===== src/verilog/fdfm_consts.svh =====
// Constants of the finisher drive fault monitor: codes, fields, timing.
// Overview of operation
// Lift started with lower limit ON: fault if limit not OFF in time.
// Lift started: fault if neither paper surface sensor turns ON in time.
// Lowering started: fault if lower limit sensor not ON in time.
// Fan commanded on: fault if lock input stays low for the period.
// Timers restart on motor start, cancel on transition; periods constant.
`ifndef FDFM_CONSTS_SVH
`define FDFM_CONSTS_SVH

// Trouble codes shown while a fault is latched.
`define FDFM_CODE_NONE      16'h0000
`define FDFM_CODE_ELEVATE   16'h0ba0
`define FDFM_CODE_FAN       16'h0be1

// Bit positions of the fault cause vector.
`define FDFM_CAUSE_LIMIT_OFF 0
`define FDFM_CAUSE_SURFACE   1
`define FDFM_CAUSE_LIMIT_ON  2
`define FDFM_CAUSE_FAN_LOCK  3
`define FDFM_CAUSE_RESET     4'h0

// Clock rate and supervision periods.
`define FDFM_CLK_FREQ_HZ     200000000
`define FDFM_ELEV_PERIOD_MS  5000
`define FDFM_FAN_PERIOD_MS   3000
`define FDFM_ELEV_PERIOD_CYC (`FDFM_ELEV_PERIOD_MS * (`FDFM_CLK_FREQ_HZ / 1000))
`define FDFM_FAN_PERIOD_CYC  (`FDFM_FAN_PERIOD_MS * (`FDFM_CLK_FREQ_HZ / 1000))

`endif


===== src/verilog/fdfm_pkg.sv =====
// Types shared by the finisher drive fault monitor.
package fdfm_pkg;

   typedef logic [15:0] fdfm_code_t;
   typedef logic [3:0]  fdfm_cause_t;
   typedef logic [31:0] fdfm_count_t;

   // Gray coded along idle -> lift -> lower.
   typedef enum logic [1:0] {
      FDFM_TRAY_IDLE  = 2'b00,
      FDFM_TRAY_LIFT  = 2'b01,
      FDFM_TRAY_LOWER = 2'b11
   } fdfm_tray_state_t;

endpackage : fdfm_pkg


===== src/verilog/fdfm_timer.sv =====
// One supervision timer: armed by a start, cancelled by the awaited event.
`timescale 1ns/1ps
module fdfm_timer (
   input  wire logic                core_clk,
   input  wire logic                rst,
   input  wire logic                start,
   input  wire logic                run,
   input  wire logic                cancel,
   input  wire fdfm_pkg::fdfm_count_t limit,
   output logic                     expired
);
   import fdfm_pkg::*;

   logic        armed;
   fdfm_count_t count;
   logic        at_limit;

   // A limit of zero behaves as one cycle.
   assign at_limit = ({1'b0, count} + 33'h1) >= {1'b0, limit};

   ////////////////////////////////////////////////////////////////////////
   always_ff @(posedge core_clk or posedge rst) begin
      if (rst) begin
         armed <= 1'b0;
      end else if (start) begin
         armed <= 1'b1;
      end else if (cancel || !run) begin
         armed <= 1'b0;
      end else if (armed && at_limit) begin
         armed <= 1'b0;
      end
   end

   always_ff @(posedge core_clk or posedge rst) begin
      if (rst) begin
         count <= 32'h0;
      end else if (start) begin
         count <= 32'h0;
      end else if (armed && run && !cancel && !at_limit) begin
         count <= count + 32'h1;
      end
   end

   // The awaited event arriving on the deadline cycle still counts as met.
   always_ff @(posedge core_clk or posedge rst) begin
      if (rst) begin
         expired <= 1'b0;
      end else begin
         expired <= !start && armed && run && !cancel && at_limit;
      end
   end

endmodule : fdfm_timer


===== src/verilog/fdfm_top.sv =====
// Supervision of the exit tray elevate drive and the cooling fan.
`timescale 1ns/1ps
`include "fdfm_consts.svh"
module fdfm_top #(
   parameter int unsigned ELEV_LIMIT_CYC = `FDFM_ELEV_PERIOD_CYC,
   parameter int unsigned FAN_LIMIT_CYC  = `FDFM_FAN_PERIOD_CYC
) (
   input  wire logic                 core_clk,
   input  wire logic                 rst,
   input  wire logic                 tray_elevate_motor_up,
   input  wire logic                 tray_elevate_motor_down,
   input  wire logic                 tray_lower_limit_sensor,
   input  wire logic                 paper_surface_sensor_a,
   input  wire logic                 paper_surface_sensor_b,
   input  wire logic                 cooling_fan_motor_on,
   input  wire logic                 fan_lock,
   input  wire logic                 fault_clear,
   output logic                      elevate_drive_fault,
   output logic                      fan_drive_fault,
   output fdfm_pkg::fdfm_code_t      trouble_code,
   output fdfm_pkg::fdfm_cause_t     fault_cause,
   output logic                      fault_event,
   output logic                      elevate_drive_inhibit
);
   import fdfm_pkg::*;

   ////////////////////////////////////////////////////////////////////////
   // Tray direction tracking.

   fdfm_tray_state_t tray_state;
   fdfm_tray_state_t next_tray_state;
   logic             lift_start;
   logic             lower_start;
   logic             lifting;
   logic             lowering;
   logic             fan_low_run;
   logic             fan_low_prev;
   logic             fan_start;

   // Both directions commanded at once is not a drive state; treat it as
   // stopped so that no timer runs on a contradictory command.
   always_comb begin
      next_tray_state = FDFM_TRAY_IDLE;
      if (tray_elevate_motor_up && !tray_elevate_motor_down) begin
         next_tray_state = FDFM_TRAY_LIFT;
      end else if (tray_elevate_motor_down && !tray_elevate_motor_up) begin
         next_tray_state = FDFM_TRAY_LOWER;
      end
   end

   always_ff @(posedge core_clk or posedge rst) begin
      if (rst) begin
         tray_state <= FDFM_TRAY_IDLE;
      end else begin
         tray_state <= next_tray_state;
      end
   end

   // A direction reversal is a fresh start in the new direction.
   always_comb begin
      lift_start  = 1'b0;
      lower_start = 1'b0;
      unique case (tray_state)
         FDFM_TRAY_IDLE: begin
            lift_start  = next_tray_state == FDFM_TRAY_LIFT;
            lower_start = next_tray_state == FDFM_TRAY_LOWER;
         end
         FDFM_TRAY_LIFT: begin
            lower_start = next_tray_state == FDFM_TRAY_LOWER;
         end
         FDFM_TRAY_LOWER: begin
            lift_start  = next_tray_state == FDFM_TRAY_LIFT;
         end
         default: begin
            lift_start  = 1'b0;
            lower_start = 1'b0;
         end
      endcase
   end

   assign lifting  = next_tray_state == FDFM_TRAY_LIFT;
   assign lowering = next_tray_state == FDFM_TRAY_LOWER;

   ////////////////////////////////////////////////////////////////////////
   // Fan lock low detection.

   assign fan_low_run = cooling_fan_motor_on && !fan_lock;

   always_ff @(posedge core_clk or posedge rst) begin
      if (rst) begin
         fan_low_prev <= 1'b0;
      end else begin
         fan_low_prev <= fan_low_run;
      end
   end

   // Each new low stretch restarts the count, so only a continuous low
   // stretch can reach the period.
   assign fan_start = fan_low_run && !fan_low_prev;

   ////////////////////////////////////////////////////////////////////////
   // Supervision timers.

   logic exp_limit_off;
   logic exp_surface;
   logic exp_limit_on;
   logic exp_fan;

   fdfm_timer u_limit_off (
      .core_clk (core_clk),
      .rst      (rst),
      .start    (lift_start && tray_lower_limit_sensor),
      .run      (lifting),
      .cancel   (!tray_lower_limit_sensor),
      .limit    (fdfm_count_t'(ELEV_LIMIT_CYC)),
      .expired  (exp_limit_off)
   );

   fdfm_timer u_surface (
      .core_clk (core_clk),
      .rst      (rst),
      .start    (lift_start),
      .run      (lifting),
      .cancel   (paper_surface_sensor_a || paper_surface_sensor_b),
      .limit    (fdfm_count_t'(ELEV_LIMIT_CYC)),
      .expired  (exp_surface)
   );

   fdfm_timer u_limit_on (
      .core_clk (core_clk),
      .rst      (rst),
      .start    (lower_start),
      .run      (lowering),
      .cancel   (tray_lower_limit_sensor),
      .limit    (fdfm_count_t'(ELEV_LIMIT_CYC)),
      .expired  (exp_limit_on)
   );

   fdfm_timer u_fan (
      .core_clk (core_clk),
      .rst      (rst),
      .start    (fan_start),
      .run      (fan_low_run),
      .cancel   (1'b0),
      .limit    (fdfm_count_t'(FAN_LIMIT_CYC)),
      .expired  (exp_fan)
   );

   ////////////////////////////////////////////////////////////////////////
   // Latched faults and a one-cycle fault event. A detection in the clear cycle survives the clear.

   logic        elev_set;
   fdfm_cause_t cause_set;
   assign elev_set = exp_limit_off || exp_surface || exp_limit_on;

   always_comb begin
      cause_set                        = `FDFM_CAUSE_RESET;
      cause_set[`FDFM_CAUSE_LIMIT_OFF] = exp_limit_off;
      cause_set[`FDFM_CAUSE_SURFACE]   = exp_surface;
      cause_set[`FDFM_CAUSE_LIMIT_ON]  = exp_limit_on;
      cause_set[`FDFM_CAUSE_FAN_LOCK]  = exp_fan;
   end

   always_ff @(posedge core_clk or posedge rst) begin
      if (rst) begin
         elevate_drive_fault <= 1'b0;
      end else if (elev_set) begin
         elevate_drive_fault <= 1'b1;
      end else if (fault_clear) begin
         elevate_drive_fault <= 1'b0;
      end
   end

   always_ff @(posedge core_clk or posedge rst) begin
      if (rst) begin
         fan_drive_fault <= 1'b0;
      end else if (exp_fan) begin
         fan_drive_fault <= 1'b1;
      end else if (fault_clear) begin
         fan_drive_fault <= 1'b0;
      end
   end

   always_ff @(posedge core_clk or posedge rst) begin
      if (rst) begin
         fault_cause <= `FDFM_CAUSE_RESET;
      end else begin
         fault_cause <= (fault_clear ? `FDFM_CAUSE_RESET : fault_cause)
                        | cause_set;
      end
   end

   always_ff @(posedge core_clk or posedge rst) begin
      if (rst) begin
         fault_event <= 1'b0;
      end else begin
         fault_event <= elev_set || exp_fan;
      end
   end

   ////////////////////////////////////////////////////////////////////////
   // Reported code, one cycle behind the fault flags; drive inhibit, rising with the elevate fault and falling one cycle after it.

   // The elevate drive fault takes precedence when both are latched, as a
   // stalled tray is the more urgent mechanical hazard.
   always_ff @(posedge core_clk or posedge rst) begin
      if (rst) begin
         trouble_code <= `FDFM_CODE_NONE;
      end else if (elevate_drive_fault) begin
         trouble_code <= `FDFM_CODE_ELEVATE;
      end else if (fan_drive_fault) begin
         trouble_code <= `FDFM_CODE_FAN;
      end else begin
         trouble_code <= `FDFM_CODE_NONE;
      end
   end

   always_ff @(posedge core_clk or posedge rst) begin
      if (rst) begin
         elevate_drive_inhibit <= 1'b0;
      end else begin
         elevate_drive_inhibit <= elev_set || elevate_drive_fault;
      end
   end

endmodule : fdfm_top


===== config.mk =====
export PLATFORM = sky130hd
export DESIGN_NAME = fdfm_top
export DESIGN_NICKNAME = d
export VERILOG_FILES = /design/src/verilog/fdfm_pkg.sv /design/src/verilog/fdfm_timer.sv /design/src/verilog/fdfm_top.sv
export VERILOG_INCLUDE_DIRS = /design/src /design/src/verilog
export SDC_FILE = /design/constraint.sdc
export NUM_CORES = 1
export LEC_CHECK = 0
export BUFFER_PORTS_ARGS = -buffer_cell sky130_fd_sc_hd__buf_2
export CAP_MARGIN = 15
export CORE_MARGIN = 2
export CORE_UTILIZATION = 45
export CTS_BUF_LIST = sky130_fd_sc_hd__clkbuf_4 sky130_fd_sc_hd__clkbuf_8 sky130_fd_sc_hd__clkbuf_16
export DETAILED_ROUTE_END_ITERATION = 8
export PLACE_DENSITY = 0.68
export SLEW_MARGIN = 20
export SYNTH_ARGS = -nofsm -noshare
export SYNTH_HDL_FRONTEND = slang
export SYNTH_SLANG_ARGS = --single-unit

===== constraint.sdc =====
create_clock -name core_clk -period 12.7 [get_ports core_clk]
set_input_delay 2.54 -clock core_clk [delete_from_list [all_inputs] [get_ports core_clk]]
set_output_delay 2.54 -clock core_clk [all_outputs]
set_load 0.03 [all_outputs]

==> results of run 1 <==
[cells in the final DEF (no fill, tap or decap), drive strengths merged, types with 34 or more instances in the layout]
cell type	netlist	layout
a21oi	56	56
and3	50	50
buf	40	34
dfrtp	149	149
inv	56	57
nand2	139	139
nand3	95	95
nand4	49	49
nor2	83	83
nor3	58	58
nor4	36	36
o21ai	54	54
[layer usage]
| metal | part of all wire, % | routed length, µm |
|---|---|---|
| met1 | 47 | 12400 |
| met2 | 47 | 12300 |
| met3 | 4.9 | 1280 |
| met4 | 0.95 | 249 |
| met5 | 0 | 0 |
[final cells by class]
type | count | share of cell area, %
clock inverters | 7 | 1.28
flip-flops and latches | 149 | 33.1
well taps | 313 | 3.48
multi-input cells | 997 | 54.0
clock buffers | 24 | 4.41
repair buffers | 34 | 1.73
inverters | 58 | 1.98
[power by group through the flow]
stage | clock network [mW] | registers [mW] | logic, mW
2_1_floorplan | 0 | 0.514 | 0.0902
5_1_grt | 0.589 | 0.518 | 0.119
3_5_place_dp | 0 | 0.523 | 0.105
6_report | 0.559 | 0.516 | 0.104
3_3_place_gp | 0 | 0.522 | 0.102
4_1_cts | 0.565 | 0.515 | 0.105
[worst min path at each step]
stage                                       start                       end  slack [ns]
floorplan           u_limit_off.expired$_DFF_PP0_  fault_cause[0]$_DFF_PP0_        0.43
CTS                  u_limit_on.expired$_DFF_PP0_  fault_cause[2]$_DFF_PP0_        0.45
finish               u_limit_on.expired$_DFF_PP0_  fault_cause[2]$_DFF_PP0_        0.45
global placement     u_limit_on.expired$_DFF_PP0_  fault_cause[2]$_DFF_PP0_        0.44
detailed placement   u_limit_on.expired$_DFF_PP0_  fault_cause[2]$_DFF_PP0_        0.44
global route         u_limit_on.expired$_DFF_PP0_  fault_cause[2]$_DFF_PP0_        0.46
[cells by family after synthesis]
family / count (synthesis) / share of synthesized area [%]
AND/OR/NAND/NOR: 631 / 31.7
multiplexers: 11 / 1.10
other: 1 / 0.0357
flip-flops: 149 / 35.5
adder cells (fa/ha/maj): 9 / 1.07
XOR/XNOR: 26 / 2.17
buffers and inverters: 163 / 7.03
AO/OA/AOI/OAI: 311 / 21.4
[through the flow]
stage	power (mW)	cells	hold WS [ns]	setup slack (ns)	area, µm²
final	1.18	1582	0.450	8.05	11300
after global routing	1.23	1582	0.462	7.62	11300
after CTS	1.18	1582	0.452	8.08	11300
after detailed placement	0.627	1551	0.441	7.71	10600
after global placement	0.624	1551	0.438	7.86	10600
after floorplan	0.604	1309	0.429	6.15	10500
[worst max-delay path, stage by stage, from the launching register on]
cell      delay (ns)
dfrtp_1         0.43
nand4_1         0.44
nor3_1          1.04
a22oi_1         0.21
nor3_1          0.21
o311ai_0        0.34
a311oi_4        0.68
buf_4           0.35
and3_1          0.60
mux2_2          0.27
[sequential cells by signal, summed over array words and instances (netlist names), 2 cells and up]
register and flops:
u_fan.count 32, u_limit_off.count 32, u_surface.count 32, fault_cause 4
tray_state 2, u_limit_on.count 32, trouble_code 2
==> metrics.yaml, run 1 <==
run_status:
  status: "finished, final reports clean"
yosys:
  yosys.cell_count.top_type: "dfrtp_1"
  synth_cell_type_count: 84
  synth_common_cells: "149 x dfrtp_1, 139 x nand2_1, 95 x nand3_1, 82 x nor2_1, 63 x clkbuf_1"
  yosysTopAreaCellShare_pct: 35.5
  synth_top_cell_by_area: "dfrtp_1"
  synth_area_leaders: "dfrtp_1 36%, nand2_1 5.0%, nand3_1 4.5%"
  avgSynthCellArea_um2: 8.07
  async_flop_share_pct: 100
  synth_edf_count: 0
  synth_area_mm2: 0.0105
  synth_top_flop_cell: "dfrtp_1"
  yosys_warnings: 0
  synth_seq_area_share_pct: 35.5
  syn_inst: 1301
  ys_ff_latch: 149
grt:
  busiest_layer: "met2"
  grt.met1_usage_pct: 30.1
  grt_max_degree: 97
  antenna_found_initial: 0
  grt_pass1_vias: 9021
  groute.usage.overall_pct: 21.8
  grt_use_met3_pct: 3.35
  grt_use_met2_pct: 35.8
  grt_pass1_wl_um: 44500
  overflow: 0
setup_path:
  crit_arrival_ns: 5.01
  worstReg2RegEnd: "u_fan.count[0]$_DFFE_PP0P_"
  cp-end-kind: "flip-flop"
  regToRegSetupSlack_ns: 8.05
  ff2ff_path_depth: 9
  critPathCapture: "u_fan.count[0]$_DFFE_PP0P_"
  cp-start-kind: "flip-flop"
  crit_type: "reg2reg"
  timing.rr.start: "u_fan.count[6]$_DFFE_PP0P_"
  cp_data_required_time_ns: 13.06
  critPathMaxFanout: 20
  startpoint: "u_fan.count[6]$_DFFE_PP0P_"
floorplanning:
  fp.dieH_um: 157
  dieWidth_um: 157
  die_area_mm2: 0.0246
  coreArea_mm2: 0.0228
  rows: 55
  start_util_pct: 46.1
  ios: 34
worst_hold_path:
  hold_depth: 1
  hold_class: "reg2reg"
cts:
  hold_buffers: 0
  cts_tree: "done"
  clkLatencyLatePin_ns: 0.43
  clk_pin_slew_ns: 0.06
  post_cts_buffers: 0
  cts-root-buf: "clkbuf_16"
  htreeDepth: 4
  clockBufferDepth: 2
  cts_made_buffers: 17
  ctsResizeCount: 0
  clock-sinks: 149
timing:
  max_slew_margin_pct: 25.2
  setup_viol: 0
  fmax_mhz: 215
  drv_slew: 0
  min_period_ns: 4.65
  period_share_pct: 36.6
  worst_clock_skew_ns: 0.0135
  hold_viol: 0
  rsz0062_at_grt: "no"
  tightest_slew_ns: 1.11
  fin_setup_tns_ns: 0
placement:
  place_congestion: 0.895
  dpl.hpwl_um: 17400
  port_buffers: 24
drt:
  antenna_left: 0
  first_pass_iters: 5
  finalWirelength_um: 26200
  vias_per_cell: 6.23
  wire_per_inst_um: 16.5
  drt_iter0_drc: 700
  vias: 9862
  drc: 0
finish:
  multi_input_area_mm2: 0.00608
  diodes: 0
  layout-drive-gt1-share_pct: 8.04
  register_area_mm2: 0.00373
  fill_cells: 2221
  fin_util_pct: 49.4
  area_delta_synth_final_pct: 7.23
  num-nets-final: 1276
pwr:
  switching_share_pct: 25.6
  p_int_uw: 877
  p_comb_share_pct: 8.8
  power_frac_seq_pct: 43.8
  power.leakage_nw: 4.56
  clkPwrFrac_pct: 47.4
  switchingPower_uw: 301
  power_density_mw_per_mm2: 105
  peakVddDrop_v: 0.0000794
run:
  drv_cap: 0
No activity file was read; power rests on OpenSTA's default activity.
==> inputs of run 2 (changes only) <==
--- a/config.mk
+++ b/config.mk
@@ -6,13 +6,14 @@
 export SDC_FILE = /design/constraint.sdc
 export NUM_CORES = 1
 export LEC_CHECK = 0
+export ABC_AREA = 1
 export BUFFER_PORTS_ARGS = -buffer_cell sky130_fd_sc_hd__buf_2
 export CAP_MARGIN = 15
 export CORE_MARGIN = 2
 export CORE_UTILIZATION = 45
 export CTS_BUF_LIST = sky130_fd_sc_hd__clkbuf_4 sky130_fd_sc_hd__clkbuf_8 sky130_fd_sc_hd__clkbuf_16
 export DETAILED_ROUTE_END_ITERATION = 8
-export PLACE_DENSITY = 0.68
+export PLACE_DENSITY = 0.7
 export SLEW_MARGIN = 20
 export SYNTH_ARGS = -nofsm -noshare
 export SYNTH_HDL_FRONTEND = slang
==> constraint.sdc (replaced) <==
create_clock -name core_clk -period 3.9 [get_ports core_clk]
set_input_delay 0.78 -clock core_clk [delete_from_list [all_inputs] [get_ports core_clk]]
set_output_delay 0.78 -clock core_clk [all_outputs]
set_load 0.03 [all_outputs]
==> run 2 against run 1 <==
Critical path type unchanged; non-clock buffer count rose by 5; largest power group unchanged; highest routed layer unchanged; worst hold slack worse by 0.033 ns; final area grew 4.5%; area after synthesis up 3.7%; die area increased by 3.6%.
==> metrics.yaml, run 2 <==
drt:
  wl_met2_um: 12500
  wl_met3_um: 1350
  drt_iter0_drc: 996
  finalWirelength_um: 27600
  highest_layer: "met4"
  drt-met1-wl_um: 13200
  vias: 10500
  vias_per_cell: 5.24
  first_pass_iters: 5
  antenna_left: 0
  drc: 0
  wire_per_inst_um: 13.8
grt:
  antenna_found_initial: 0
  groute.usage.overall_pct: 22.5
  grt_max_degree: 60
  grt_pass1_wl_um: 48100
  grt_pass1_vias: 10100
  overflow: 0
cts:
  clk_pin_slew_ns: 0.07
  post_cts_buffers: 0
  htreeDepth: 4
  cts_made_buffers: 17
  hold_buffers: 0
  clkLatencyLatePin_ns: 0.43
  clock-sinks: 149
  clockBufferDepth: 2
  cts_tree: "done"
  ctsResizeCount: 0
  cts-root-buf: "clkbuf_16"
yosys:
  syn_inst: 1676
  yosys.cell_count.top_type: "nand2_1"
  synth_area_leaders: "dfrtp_1 34%, nand2_1 21%, nand3_1 11%"
  yosys_warnings: 0
  ys_ff_latch: 149
  avgSynthCellArea_um2: 6.49
  synth_area_mm2: 0.0109
  synth_common_cells: "598 x nand2_1, 234 x nand3_1, 225 x nor2_1, 149 x dfrtp_1, 143 x inv_1"
  synth_top_flop_cell: "dfrtp_1"
  yosysTopAreaCellShare_pct: 34.3
  synth_cell_type_count: 34
  async_flop_share_pct: 100
  synth_edf_count: 0
  synth_seq_area_share_pct: 34.3
  synth_top_cell_by_area: "dfrtp_1"
timing:
  setup_viol: 0
  timing.final.ws_setup_ns: 0.905
  fmax_mhz: 334
  max_slew_margin_pct: 32.2
  rsz0062_at_grt: "no"
  min_period_ns: 2.99
  hold_viol: 0
  fin_setup_tns_ns: 0
  worst_clock_skew_ns: 0.0108
  tightest_slew_ns: 1.02
  whs_ns: 0.418
  period_share_pct: 76.8
  drv_slew: 0
floorplanning:
  dieWidth_um: 160
  start_util_pct: 46.1
  die_area_mm2: 0.0254
  fp.dieH_um: 160
  ios: 34
  rows: 56
  coreArea_mm2: 0.0236
setup_path:
  critPathCapture: "u_surface.count[31]$_DFFE_PP0P_"
  cp-start-kind: "flip-flop"
  timing.rr.start: "u_surface.count[0]$_DFFE_PP0P_"
  ff2ff_path_depth: 14
  cp-end-kind: "flip-flop"
  cp_data_required_time_ns: 4.21
  regToRegSetupSlack_ns: 0.91
  crit_arrival_ns: 3.31
  startpoint: "u_surface.count[0]$_DFFE_PP0P_"
  crit_type: "reg2reg"
  critPathMaxFanout: 31
  worstReg2RegEnd: "u_surface.count[31]$_DFFE_PP0P_"
finish:
  fill_cells: 2411
  design_area_mm2: 0.0118
  final_cell_mix: "596 x nand2_1, 234 x nand3_1, 223 x nor2_1"
  num-nets-final: 1695
  diodes: 0
  area_delta_synth_final_pct: 8.06
  mostFrequentLayoutCell: "nand2_1"
  layout-drive-gt1-share_pct: 8.18
  fin_cells: 2006
run:
  drv_cap: 0
worst_hold_path:
  hold_class: "in2async"
run_status:
  status: "finished, final reports clean"
pwr:
  power_density_mw_per_mm2: 295
  peakVddDrop_v: 0.000258
  power.leakage_nw: 5.61
placement:
  port_buffers: 24
  dpl.hpwl_um: 19900
  place_congestion: 0.898
  dp_cells: 1976
  dpl_cell_area_mm2: 0.0111
  post-place-ws_ns: 0.913
run 2: logic make-up (layout without fill, tap and decap cells):
| kind of cell | Yosys count | in the layout | share of synthesized area, % |
|---|---|---|---|
| DFF | 149 | 149 | 34.3 |
| other | 1 | 9 | 0.0345 |
| AOI/OAI and AO/OA | 29 | 29 | 1.66 |
| and+or+nand+nor | 1223 | 1223 | 50.0 |
| buffers and inverters | 218 | 221 | 9.28 |
| xor gates and xnor gates | 47 | 47 | 3.78 |
| adders and majority gates | 9 | 9 | 1.03 |
run 2: layer usage:
| layer | up-vias | track usage, % |
|---|---|---|
| met3 | 42 | 3.88 |
| met2 | 261 | 36.0 |
| li1 | 5316 | - |
| met5 | - | 0 |
| met4 | 0 | 6.69 |
| met1 | 4902 | 31.1 |
run 2: cell type report:
| cell class | instances | area (µm²) | area share [%] |
|---|---|---|---|
| flip-flops and latches | 149 | 3730 | 31.7 |
| clock buffers | 18 | 439 | 3.73 |
| multi-input cells | 1317 | 6190 | 52.7 |
| inverters | 152 | 574 | 4.88 |
| clock inverters | 12 | 179 | 1.52 |
| well taps | 319 | 399 | 3.39 |
| repair buffers | 39 | 245 | 2.09 |
run 2: worst min-delay path by stage:
stage	slack [ns]	to	from
after floorplan	0.43	fault_event$_DFF_PP0_	u_fan.expired$_DFF_PP0_
after global placement	0.44	trouble_code[6]$_DFF_PP0_	elevate_drive_fault$_DFFE_PP0P_
after detailed placement	0.43	trouble_code[6]$_DFF_PP0_	elevate_drive_fault$_DFFE_PP0P_
after CTS	0.43	fan_low_prev$_DFF_PP0_	rst
after global routing	0.46	trouble_code[6]$_DFF_PP0_	elevate_drive_fault$_DFFE_PP0P_
final	0.42	u_fan.armed$_DFFE_PP0P_	rst
run 2: where the power goes:
part           total, mW  internal (mW)  switching (mW)
Clock               1.77           1.08           0.689
Combinational      0.140         0.0257           0.114
Sequential          1.56           1.55         0.00620
Total               3.47           2.66           0.809
run 2: critical path, stage by stage, from the launching register on:
cell and delay [ns]:
dfrtp_1 0.41, ha_1 0.25, nand2_1 0.11, nor2_2 0.20, inv_2 0.06, nor2_1 0.20
nand2_1 0.11, nor2_1 0.12, nor2_2 0.06, nand2_1 0.09, nor2_1 0.06, nor2_2 0.13
nand4_2 0.68, nand2_1 0.32, nor2_1 0.07
run 2: per-stage QoR:
step | power [mW] | util, %
floorplan | 1.69 | -
finish | 3.47 | 49.8
detailed placement | 1.73 | 47.2
global route | 3.59 | 49.8
CTS | 3.51 | 49.8
global placement | 1.73 | 47.2
==> inputs of run 3 (changes only) <==
--- a/config.mk
+++ b/config.mk
@@ -6,7 +6,7 @@
 export SDC_FILE = /design/constraint.sdc
 export NUM_CORES = 1
 export LEC_CHECK = 0
-export ABC_AREA = 1
+export ABC_AREA = 0
 export BUFFER_PORTS_ARGS = -buffer_cell sky130_fd_sc_hd__buf_2
 export CAP_MARGIN = 15
 export CORE_MARGIN = 2
==> constraint.sdc (replaced) <==
create_clock -name core_clk -period 2.6 [get_ports core_clk]
set_input_delay 0.52 -clock core_clk [delete_from_list [all_inputs] [get_ports core_clk]]
set_output_delay 0.52 -clock core_clk [all_outputs]
set_load 0.03 [all_outputs]
==> run 3 against run 2 <==
Flip-flop and latch count did not move; critical path depth down 2; first-iteration DRC count is 68% higher; routed wire length grew 60%; total power is 80% higher; clock-buffer cell count rose by 2; the run now ends with setup timing left; critical path type unchanged; via count is 27% higher; cell count increased by 1.0%; non-clock buffer count grew 437; maximum frequency shrank 9.2%; clock skew fell by 0.0031 ns.
==> metrics.yaml, run 3 (synthesized netlist as in run 1, its figures left out) <==
timing:
  timing.final.ws_setup_ns: -0.698
  min_period_ns: 3.30
  whs_ns: 0.0846
  tightest_slew_ns: 1.24
  setup_viol: 132
  period_share_pct: 127
  fin_setup_tns_ns: -71.49
  max_slew_margin_pct: 17.3
  rsz0062_at_grt: "yes"
  fmax_mhz: 303
  worst_clock_skew_ns: 0.00766
  hold_viol: 0
  drv_slew: 0
grt:
  antenna_found_initial: 0
  grt.met1_usage_pct: 41.8
  grt_use_met3_pct: 5.37
  grt_max_degree: 65
  grt_use_met2_pct: 53.7
  grt_pass1_wl_um: 64600
  grt_pass1_vias: 12700
  overflow: 0
  groute.usage.overall_pct: 32.6
  busiest_layer: "met2"
finish:
  final_cell_mix: "366 x buf_4, 145 x dfrtp_1, 123 x nand2_1"
  diodes: 0
  mostFrequentLayoutCell: "buf_4"
  area_delta_synth_final_pct: 60.0
  register_area_mm2: 0.00373
  design_area_mm2: 0.0168
  fill_cells: 1401
  layout-drive-gt1-share_pct: 44.6
  num-nets-final: 1721
  multi_input_area_mm2: 0.00769
  fin_cells: 2027
placement:
  port_buffers: 24
  post-place-ws_ns: -0.638
  place_congestion: 0.961
  dpl_cell_area_mm2: 0.0140
  dpl.hpwl_um: 23700
  dp_cells: 1902
run_status:
  failed_checks: "setup timing"
  status: "finished, violations left"
setup_path:
  crit_slowest_cell: "or4_4"
  cp-end-kind: "flip-flop"
  crit_arrival_ns: 3.67
  critPathMaxFanout: 9
  crit_type: "reg2reg"
  critPathBufInv: 5
  cp_top_family: "simple AND/OR/NAND/NOR gates"
  worstPathCellList: "nand4_4 -> buf_4 -> buf_4 -> or4_4 -> o32a_1 -> or4_4 -> buf_12 -> a21oi_4 -> buf_6 -> buf_12 -> nor3b_2 -> a211o_1"
  cp_data_required_time_ns: 2.97
  critical-path-max-stage-delay_ns: 0.55
  cp-start-kind: "flip-flop"
floorplanning:
  fp.dieH_um: 157
  ios: 34
  rows: 55
  dieWidth_um: 157
  coreArea_mm2: 0.0228
  die_area_mm2: 0.0246
  start_util_pct: 46.1
cts:
  cts_made_buffers: 17
  clock-sinks: 149
  htreeDepth: 4
  clk_pin_slew_ns: 0.07
  cts_tree: "done"
  clkLatencyLatePin_ns: 0.43
  hold_buffers: 0
  cts-root-buf: "clkbuf_16"
  clockBufferDepth: 2
drt:
  drc: 0
  drt_iter0_drc: 1674
  wire_per_inst_um: 21.8
  vias_per_cell: 6.59
  antenna_left: 0
  finalWirelength_um: 44300
  first_pass_iters: 6
  vias: 13400
run:
  drv_cap: 0
pwr:
  peakVddDrop_v: 0.000418
  power.leakage_nw: 7.56
  power_density_mw_per_mm2: 373
worst_hold_path:
  hold_class: "in2async"
[run 3: layout make-up]
type | instances | share of cell area [%]
flip-flops and latches | 149 | 22.2
well taps | 313 | 2.33
repair buffers | 476 | 24.5
clock inverters | 11 | 0.879
repair inverters | 1 | 0.0968
multi-input cells | 999 | 45.8
inverters | 58 | 1.39
clock buffers | 20 | 2.74
[run 3: worst reg2reg max path, delay by kind of cell, from the launching register on]
family	cells	cell delay, ns
AO/OA/AOI/OAI	3	0.61
AND/OR/NAND/NOR	4	1.45
buffers and inverters	5	0.77
flip-flops	1	0.41
[run 3: worst paths after layout]
kind | start | endpoint | slack [ns] | depth (start not counted)
setup reg to reg | u_surface.count[7]$_DFFE_PP0P_ | u_surface.count[3]$_DFFE_PP0P_ | -0.70 | 12
hold / removal | rst | u_fan.count[18]$_DFFE_PP0P_ | 0.08 | 2
setup / recovery | u_surface.count[7]$_DFFE_PP0P_ | u_surface.count[3]$_DFFE_PP0P_ | -0.70 | 12
max in group asynchronous | rst | u_surface.count[0]$_DFFE_PP0P_ | 1.82 | 3
min in group core_clk | fault_clear | elevate_drive_fault$_DFFE_PP0P_ | 0.35 | 2
hold reg to reg | u_limit_on.expired$_DFF_PP0_ | fault_cause[2]$_DFF_PP0_ | 0.45 | 1
[run 3: per-stage QoR]
stage          utilization (%)  total power [mW]
2_1_floorplan                -              3.01
3_3_place_gp              61.3              3.30
3_5_place_dp              61.3              3.33
4_1_cts                   71.1              6.15
5_1_grt                   73.7              6.41
6_report                  73.7              6.26
[run 3: metal layers]
layer	share of wire, %	vias up
met2	45	1002
met1	37	6323
met3	10	351
met4	7.3	0
li1	-	5679
met5	0	-
[run 3: power by group]
| part | total (mW) | leakage [nW] | internal (mW) | switching, mW |
|---|---|---|---|---|
| sequential | 2.48 | 2.01 | 2.39 | 0.0878 |
| combinational | 1.15 | 5.27 | 0.501 | 0.645 |
| clock | 2.63 | 0.288 | 1.57 | 1.06 |
| total | 6.26 | 7.56 | 4.46 | 1.79 |
[run 3: repair_timing]
item,CTS,global route
buffers inserted,66,26
gates cloned,12,0
endpoints found under the setup margin,132,132
resized for setup,201,108
endpoints found under the hold margin,0,0
pin swaps,109,72
